**src/bsgp_pkg.sv**
```systemverilog
// package of constants and carrier types for the boot strap and general pin block
package bsgp_pkg;
  localparam int unsigned GPIO_COUNT       = 12;
  localparam int unsigned IRQ_COUNT        = 11;
  localparam int unsigned CARD_COUNT       = 3;
  localparam int unsigned BOOT_PIN_IDX     = 5;
  localparam int unsigned PULLUP_HOLD_CYC  = 4;
  localparam int unsigned HOLD_CNT_W       = 3;
  localparam int unsigned SPEED_W          = 3;
  localparam int          CLK_MHZ          = 100;
  localparam int          RESET_MIN_US     = 1;
  localparam int          RESET_MIN_CYC    = RESET_MIN_US * CLK_MHZ;
  localparam logic        BOOT_INTERNAL    = 1'b1;
  localparam logic        MEM_SEL_IDLE     = 1'b1;
  localparam logic        MEM_SEL_ACTIVE   = 1'b0;
  localparam logic [2:0]  CARD_SEL_RESET   = 3'h0;
  localparam logic        IR_SEL_RESET     = 1'b0;
  localparam logic [1:0]  MODE_INPUT       = 2'h0;
  localparam logic [1:0]  MODE_IRQ         = 2'h1;
  localparam logic [1:0]  MODE_OUTPUT      = 2'h2;

  typedef enum logic [1:0] {
    BSGP_PH_RESET,
    BSGP_PH_HOLD,
    BSGP_PH_RUN
  } bsgp_phase_t;

  // per pin pad signals travel together
  typedef struct packed {
    logic [GPIO_COUNT-1:0] out;
    logic [GPIO_COUNT-1:0] oe;
  } bsgp_pad_t;

  typedef struct packed {
    logic rx_uart;
    logic rx_ir;
  } bsgp_serial_rx_t;
endpackage

```
**src/bsgp_top.sv**
```systemverilog
// pin level control for boot strap, bank bit, general pins, serial sharing, memory select
`timescale 1ns/1ns
// Summary of operation
// - boot pin pull-up on during reset, released a few cycles after release.
// - boot pin level captured at reset release, readable in boot rom select status.
// - captured high selects internal rom, low selects external memory.
// - after release the boot pin serves as general pin six or serial receive.
// - bank address bit maps upper half of 128k memory into 64k space.
// - each interrupt pin is input, edge interrupt input or output.
// - pin twelve is input or output only, never interrupting.
// - three pins choose general use or card supply, driver follows choice.
// - infrared speed output shows currently selected link speed.
// - serial pins switch between infrared transceiver and plain uart.
// - program memory select asserted once the pull-up phase ends, except during controller standby.
// - program memory select held high throughout chip reset.
module bsgp_top #(
  parameter int unsigned GPIO_N = bsgp_pkg::GPIO_COUNT,
  parameter int unsigned IRQ_N  = bsgp_pkg::IRQ_COUNT
) (
  // clock and reset
  input  wire logic                      i_clk_sys,
  input  wire logic                      i_rst_n,
  // general pins, index 0 is pin one
  input  wire logic [GPIO_N-1:0]         i_gpio_pin,
  output logic      [GPIO_N-1:0]         o_gpio_out,
  output logic      [GPIO_N-1:0]         o_gpio_oe,
  output logic                           o_boot_pullup_en,
  // pin configuration, two bits per pin
  input  wire logic [2*GPIO_N-1:0]       i_gpio_mode,
  input  wire logic [GPIO_N-1:0]         i_gpio_out_val,
  input  wire logic [IRQ_N-1:0]          i_irq_rise,
  input  wire logic [IRQ_N-1:0]          i_irq_clear,
  // card supply sharing
  input  wire logic [2:0]                i_card_sel_wr,
  input  wire logic [2:0]                i_card_sel_val,
  input  wire logic [2:0]                i_card_supply_on,
  // serial sharing and infrared speed
  input  wire logic                      i_ir_sel_wr,
  input  wire logic                      i_ir_sel_val,
  input  wire logic [bsgp_pkg::SPEED_W-1:0] i_ir_speed,
  input  wire logic                      i_uart_tx,
  input  wire logic                      i_ir_tx,
  input  wire logic                      i_serial_rx_pin,
  input  wire logic                      i_rx_on_boot_pin,
  output logic                           o_serial_tx_pin,
  output logic [bsgp_pkg::SPEED_W-1:0]   o_infrared_speed_out,
  output bsgp_pkg::bsgp_serial_rx_t      o_serial_rx,
  // memory control
  input  wire logic                      i_bank_upper,
  input  wire logic                      i_mcu_standby,
  output logic                           o_bank_address_bit,
  output logic                           o_program_mem_select_low,
  output logic                           o_boot_from_rom,
  // status
  output logic [GPIO_N-1:0]              o_general_input_reg_one,
  output logic                           o_boot_rom_select,
  output logic [IRQ_N-1:0]               o_irq_flags,
  output logic                           o_irq_request
);
  localparam int unsigned C8  = 7;
  localparam int unsigned C10 = 9;
  localparam int unsigned C11 = 10;

  logic rst_meta_reg, rst_sync_reg;
  logic rst_n_s;

  // reset is released through two flops, asserted at once
  always_ff @(posedge i_clk_sys or negedge i_rst_n) begin
    if (!i_rst_n) begin
      rst_meta_reg <= 1'b0;
      rst_sync_reg <= 1'b0;
    end else begin
      rst_meta_reg <= 1'b1;
      rst_sync_reg <= rst_meta_reg;
    end
  end
  assign rst_n_s = rst_sync_reg;

  // phase of reset release
  bsgp_pkg::bsgp_phase_t         phase_reg, phase_next;
  logic [bsgp_pkg::HOLD_CNT_W-1:0] hold_reg, hold_next;
  logic                          boot_reg, boot_next;

  always_comb begin
    phase_next = phase_reg;
    hold_next  = hold_reg;
    boot_next  = boot_reg;
    case (phase_reg)
      bsgp_pkg::BSGP_PH_RESET: begin
        // strap caught on the first clock after release
        boot_next  = i_gpio_pin[bsgp_pkg::BOOT_PIN_IDX];
        hold_next  = '0;
        phase_next = bsgp_pkg::BSGP_PH_HOLD;
      end
      bsgp_pkg::BSGP_PH_HOLD: begin
        if (hold_reg == bsgp_pkg::HOLD_CNT_W'(bsgp_pkg::PULLUP_HOLD_CYC - 1)) begin
          phase_next = bsgp_pkg::BSGP_PH_RUN;
        end else begin
          hold_next = hold_reg + 1'b1;
        end
      end
      bsgp_pkg::BSGP_PH_RUN: begin
        phase_next = bsgp_pkg::BSGP_PH_RUN;
      end
      default: begin
        phase_next = bsgp_pkg::BSGP_PH_RESET;
      end
    endcase
  end

  always_ff @(posedge i_clk_sys or negedge rst_n_s) begin
    if (!rst_n_s) begin
      phase_reg <= bsgp_pkg::BSGP_PH_RESET;
      hold_reg  <= '0;
      boot_reg  <= bsgp_pkg::BOOT_INTERNAL;
    end else begin
      phase_reg <= phase_next;
      hold_reg  <= hold_next;
      boot_reg  <= boot_next;
    end
  end

  logic running;
  assign running = (phase_reg == bsgp_pkg::BSGP_PH_RUN);

  // shared function selection
  logic [2:0] card_sel_reg, card_sel_next;
  logic       ir_sel_reg, ir_sel_next;

  always_comb begin
    card_sel_next = card_sel_reg;
    ir_sel_next   = ir_sel_reg;
    for (int k = 0; k < bsgp_pkg::CARD_COUNT; k++) begin
      if (i_card_sel_wr[k]) begin
        card_sel_next[k] = i_card_sel_val[k];
      end
    end
    if (i_ir_sel_wr) begin
      ir_sel_next = i_ir_sel_val;
    end
  end

  always_ff @(posedge i_clk_sys or negedge rst_n_s) begin
    if (!rst_n_s) begin
      card_sel_reg <= bsgp_pkg::CARD_SEL_RESET;
      ir_sel_reg   <= bsgp_pkg::IR_SEL_RESET;
    end else begin
      card_sel_reg <= card_sel_next;
      ir_sel_reg   <= ir_sel_next;
    end
  end

  // edge detectors on interrupt capable pins; pin twelve has none
  logic [IRQ_N-1:0] flags;
  genvar g;
  generate
    for (g = 0; g < IRQ_N; g++) begin : g_edge
      bsgp_edge_cell u_cell (
        .i_clk_sys    (i_clk_sys),
        .i_rst_n      (rst_n_s),
        .i_irq_mode   (running && (i_gpio_mode[2*g +: 2] == bsgp_pkg::MODE_IRQ)),
        .i_rise_edge  (i_irq_rise[g]),
        .i_flag_clear (i_irq_clear[g]),
        .i_pin        (i_gpio_pin[g]),
        .o_flag       (flags[g])
      );
    end
  endgenerate

  // pad and status values, all registered
  bsgp_pkg::bsgp_pad_t               pad_reg, pad_next;
  logic [GPIO_N-1:0]                 in_reg, in_next;
  logic                              pull_reg, pull_next;
  logic                              tx_reg, tx_next;
  logic [bsgp_pkg::SPEED_W-1:0]      spd_reg, spd_next;
  bsgp_pkg::bsgp_serial_rx_t         rx_reg, rx_next;
  logic                              bank_reg, bank_next;
  logic                              msel_reg, msel_next;
  logic [IRQ_N-1:0]                  flag_out_reg, flag_out_next;
  logic                              irq_reg, irq_next;

  always_comb begin
    logic rx_src;
    rx_src = 1'b1;
    for (int p = 0; p < GPIO_N; p++) begin
      // pin twelve treats the interrupt code as plain input
      pad_next.oe[p]  = running && (i_gpio_mode[2*p +: 2] == bsgp_pkg::MODE_OUTPUT);
      pad_next.out[p] = i_gpio_out_val[p];
    end
    // boot pin stays an input while it carries serial receive after the pull-up phase
    if (running && i_rx_on_boot_pin) begin
      pad_next.oe[bsgp_pkg::BOOT_PIN_IDX] = 1'b0;
    end
    // card supply takes over the driver of its pin
    if (card_sel_reg[0]) begin
      pad_next.oe[C8]  = 1'b1;
      pad_next.out[C8] = i_card_supply_on[0];
    end
    if (card_sel_reg[1]) begin
      pad_next.oe[C10]  = 1'b1;
      pad_next.out[C10] = i_card_supply_on[1];
    end
    if (card_sel_reg[2]) begin
      pad_next.oe[C11]  = 1'b1;
      pad_next.out[C11] = i_card_supply_on[2];
    end
    in_next    = i_gpio_pin;
    in_next[bsgp_pkg::BOOT_PIN_IDX] = i_gpio_pin[bsgp_pkg::BOOT_PIN_IDX];
    pull_next  = !running;
    // serial receive from dedicated pin or from the boot pin
    rx_src     = (running && i_rx_on_boot_pin) ? i_gpio_pin[bsgp_pkg::BOOT_PIN_IDX] : i_serial_rx_pin;
    rx_next.rx_ir   = ir_sel_reg ? rx_src : 1'b1;
    rx_next.rx_uart = ir_sel_reg ? 1'b1 : rx_src;
    tx_next    = ir_sel_reg ? i_ir_tx : i_uart_tx;
    spd_next   = i_ir_speed;
    // external bank bit only meaningful when booting from external memory
    bank_next  = running && !boot_reg && i_bank_upper;
    msel_next  = (running && !i_mcu_standby) ? bsgp_pkg::MEM_SEL_ACTIVE : bsgp_pkg::MEM_SEL_IDLE;
    flag_out_next = flags;
    irq_next   = |flags;
  end

  always_ff @(posedge i_clk_sys or negedge rst_n_s) begin
    if (!rst_n_s) begin
      pad_reg      <= '0;
      in_reg       <= '0;
      pull_reg     <= 1'b1;
      tx_reg       <= 1'b1;
      spd_reg      <= '0;
      rx_reg       <= '1;
      bank_reg     <= 1'b0;
      msel_reg     <= bsgp_pkg::MEM_SEL_IDLE;
      flag_out_reg <= '0;
      irq_reg      <= 1'b0;
    end else begin
      pad_reg      <= pad_next;
      in_reg       <= in_next;
      pull_reg     <= pull_next;
      tx_reg       <= tx_next;
      spd_reg      <= spd_next;
      rx_reg       <= rx_next;
      bank_reg     <= bank_next;
      msel_reg     <= msel_next;
      flag_out_reg <= flag_out_next;
      irq_reg      <= irq_next;
    end
  end

  assign o_gpio_out               = pad_reg.out;
  assign o_gpio_oe                = pad_reg.oe;
  assign o_boot_pullup_en         = pull_reg;
  assign o_serial_tx_pin          = tx_reg;
  assign o_infrared_speed_out     = spd_reg;
  assign o_serial_rx              = rx_reg;
  assign o_bank_address_bit       = bank_reg;
  assign o_program_mem_select_low = msel_reg;
  assign o_boot_from_rom          = boot_reg;
  assign o_general_input_reg_one  = in_reg;
  assign o_boot_rom_select        = boot_reg;
  assign o_irq_flags              = flag_out_reg;
  assign o_irq_request            = irq_reg;
endmodule // bsgp_top

```
**src/bsgp_edge_cell.sv**
```systemverilog
// one pin edge detector with sticky event flag
`timescale 1ns/1ns
module bsgp_edge_cell (
  // clock and reset
  input  wire logic i_clk_sys,
  input  wire logic i_rst_n,
  // control
  input  wire logic i_irq_mode,
  input  wire logic i_rise_edge,
  input  wire logic i_flag_clear,
  // pin sample
  input  wire logic i_pin,
  // status
  output logic      o_flag
);
  logic last_reg, last_next;
  logic flag_reg, flag_next;
  logic hit;

  always_comb begin
    last_next = i_pin;
    hit       = i_irq_mode & (i_rise_edge ? (i_pin & ~last_reg) : (~i_pin & last_reg));
    // set wins over a clear in the same cycle
    flag_next = hit | (flag_reg & ~i_flag_clear);
  end

  always_ff @(posedge i_clk_sys or negedge i_rst_n) begin
    if (!i_rst_n) begin
      last_reg <= 1'b0;
      flag_reg <= 1'b0;
    end else begin
      last_reg <= last_next;
      flag_reg <= flag_next;
    end
  end

  assign o_flag = flag_reg;
endmodule // bsgp_edge_cell

```
**config.mk**
```make
export PLATFORM = sky130hd
export DESIGN_NAME = bsgp_top
export DESIGN_NICKNAME = d
export VERILOG_FILES = /design/src/bsgp_pkg.sv /design/src/bsgp_top.sv /design/src/bsgp_edge_cell.sv
export SDC_FILE = /design/constraint.sdc
export NUM_CORES = 1
export LEC_CHECK = 0
export ABC_AREA = 1
export BUFFER_PORTS_ARGS = -buffer_cell sky130_fd_sc_hd__buf_4
export CORE_MARGIN = 1
export CORE_UTILIZATION = 46
export CTS_CLUSTER_SIZE = 24
export DETAILED_ROUTE_END_ITERATION = 7
export PLACE_DENSITY = 0.8
export RECOVER_POWER = 25
export SLEW_MARGIN = 20
export SYNTH_ARGS = -nofsm -noshare
export SYNTH_HDL_FRONTEND = slang
export SYNTH_SLANG_ARGS = --single-unit
```
**constraint.sdc**
```tcl
create_clock -name i_clk_sys -period 3 [get_ports i_clk_sys]
set_clock_uncertainty 0.1 [all_clocks]
set_input_delay 0.6 -clock i_clk_sys [delete_from_list [all_inputs] [get_ports i_clk_sys]]
set_output_delay 0.6 -clock i_clk_sys [all_outputs]
set_load 0.1 [all_outputs]
```
==> impl_metrics.ini <==
[logic_synthesis]
netlist_area_mm2 = 0.00315
synth_cell_type_count = 18
yosysWarnings = 0
ys_seq_area_frac = 0.638
avgSynthCellArea_um2 = 9.38
syn_nets = 434
syn_inst = 336
synth.ff_latch_count = 80

[cells_and_area]
final_common_cell = buf_4
drive_above_1_share = 0.341
final_nets = 583
regArea_mm2 = 0.00201
synthToLayoutAreaGrowth_pct = 40.2
mostFrequentLayoutCells = buf_4, nand2_1, dfrtp_1
antenna_cells = 0
multi_input_area_um2 = 781
nFillCells = 521

[clocking]
clk_pin_slew_ns = 0.09
post_cts_buffers = 0
cts_tree = built
cts_max_level = 3
clock_sinks = 80
cts_buffers = 9
clk_latency_ns = 0.34
cts-root-buf = clkbuf_8
max-clock-path-buffers = 2

[critical_path]
r2r_cells = 6
critPathLaunch = phase_reg[0]
r2r-start = phase_reg[0]
setup.worst_path.start_class = register
crit_chain = inv_1, ha_1, inv_1, nor2_1, nand3_1, nand2_1
max_stage_delay_ns = 0.61
crit_slowest_cell = ha_1
arrival_ns = 2.06
critical-path-top-cell-by-count = inv_1
crit_path_end_kind = register
r2r_slack_ns = 1.11
r2r_end = g_edge[0].u_cell.o_flag
cp-endpoint = g_edge[0].u_cell.o_flag
crit_fanout = 17
critPathRequiredTime_ns = 3.17
path_class = reg -> reg

[run_status]
status = finished, violations left
violations = design-rule violations

[power]
finalPower_uw = 2530
vdd_drop_max_v = 0.000316
leakage_uw = 0.00258
powerDensity_mw_per_mm2 = 573

[sta]
hold_viol = 0
timing.fmax_ghz = 0.530
rsz0062_at_grt = no
worst_slew_pin_slew_ns = 0.882
finalSetupViolations = 0
fin_setup_tns_ns = 0
slew_violations = 0
post-route-period-util = 0.629
post-route-min-period_ns = 1.89
max_slew_margin = 0.412

[die]
die-area_mm2 = 0.00718
die_x_um = 84.8
initial_utilization = 0.485
core_mm2 = 0.00649
pin_count = 151
fp.dieH_um = 84.8
fp-row-count = 29

[detailed_routing]
drcViolationCount = 14
routedWlPerCell_um = 12.4
dr.pass1.iters = 8
routed_wl_mm = 7.02
drt_iter0_markers = 121
vias_per_cell = 4.55
vias = 2578
ant_nets = 0

[global_routing]
grt_use_total = 0.213
grt_pass1_vias = 2730
antenna_found_initial = 0
grt_max_degree = 79
overflow = 0
grt_pass1_wl_mm = 11.7

[place]
port_buffers = 150
gp_congestion = 0.734
hpwlAfterDp_mm = 5.31

[run]
cap_violations = 0

[worst_hold_path]
holdCritPathClass = reg -> async
[metal layers]
layer  vias to the layer above  GRT usage  routed length [um]
met4                         0     0.0755                  80
met3                         8     0.0560                 463
li1                       1282          -                   -
met2                        84      0.400                3790
met5                         -          0                   0
met1                      1204      0.229                2690
[report_power, final]
group | switching (uW) | internal, uW | leakage, uW
Combinational | 499 | 173 | 0.00154
Clock | 377 | 296 | 0.0000781
Sequential | 38.0 | 1150 | 0.000969
[cell families after synthesis]
logic type	share of synthesized area
simple gates	0.204
other cells	0.00119
compound gates	0.0191
buf+inv	0.114
fa+ha+maj	0.0238
flops	0.638
[cell usage after synthesis]
| cell type | instances | area (um2) |
|---|---|---|
| dfrtp_1 | 74 | 1850 |
| nor3_1 | 5 | 25.0 |
| o21ai_0 | 8 | 40.0 |
| nor2_2 | 2 | 12.5 |
| conb_1 | 1 | 3.75 |
| a21oi_1 | 1 | 5.00 |
| buf_8 | 1 | 15.0 |
| nand2_2 | 2 | 12.5 |
| dfstp_2 | 6 | 158 |
| o211ai_1 | 2 | 15.0 |
| inv_1 | 65 | 244 |
| nor2_1 | 20 | 75.1 |
| buf_4 | 12 | 90.1 |
| or2_2 | 2 | 12.5 |
| nand3_1 | 19 | 95.1 |
| ha_1 | 6 | 75.1 |
| nand2_1 | 109 | 409 |
| buf_6 | 1 | 11.3 |
[worst max-delay path: cells and delay by family, from the launching register on]
family	cells	cell delay (ns)
fa+ha+maj	1	0.61
buf+inv	2	0.39
flops	1	0.39
simple gates	3	0.34
[timing repair]
item                                    in CTS  in global routing
endpoints found under the hold margin        2                  0
gates resized for setup                      0                  0
hold buffers                                 1                  0
endpoints found under the setup margin       0                  0
[metrics by stage]
step                      setup slack, ns  area, um2  hold slack [ns]   util  instances
after detailed placement             1.11       4260            0.265  0.656        549
final                                1.11       4420            0.271  0.680        567
after global routing                0.917       4420            0.251  0.680        567
after CTS                            1.07       4440            0.245  0.683        566
after floorplan                     0.517       3150            0.204      -        336
after global placement               1.21       4260            0.237  0.656        549
[layout make-up]
class / count / area share
well taps: 77 / 0.0218
repair buffers: 152 / 0.254
clock inverters: 6 / 0.00850
multi-input cells: 177 / 0.177
inverters: 65 / 0.0552
flip-flops and latches: 80 / 0.455
clock buffers: 10 / 0.0289
[worst min-delay path by stage]
| stage | startpoint | endpoint | cells after the start |
|---|---|---|---|
| 2_1_floorplan | i_rst_n | rst_meta_reg | 0 |
| 3_3_place_gp | rst_meta_reg | rst_n_s | 0 |
| 3_5_place_dp | rst_meta_reg | rst_n_s | 0 |
| 4_1_cts | i_gpio_out_val[5] | o_gpio_out[5] | 1 |
| 5_1_grt | i_gpio_out_val[5] | o_gpio_out[5] | 1 |
| 6_report | rst_n_s | o_gpio_out[3] | 0 |
Note: power is estimated with default switching activity, not from simulation.
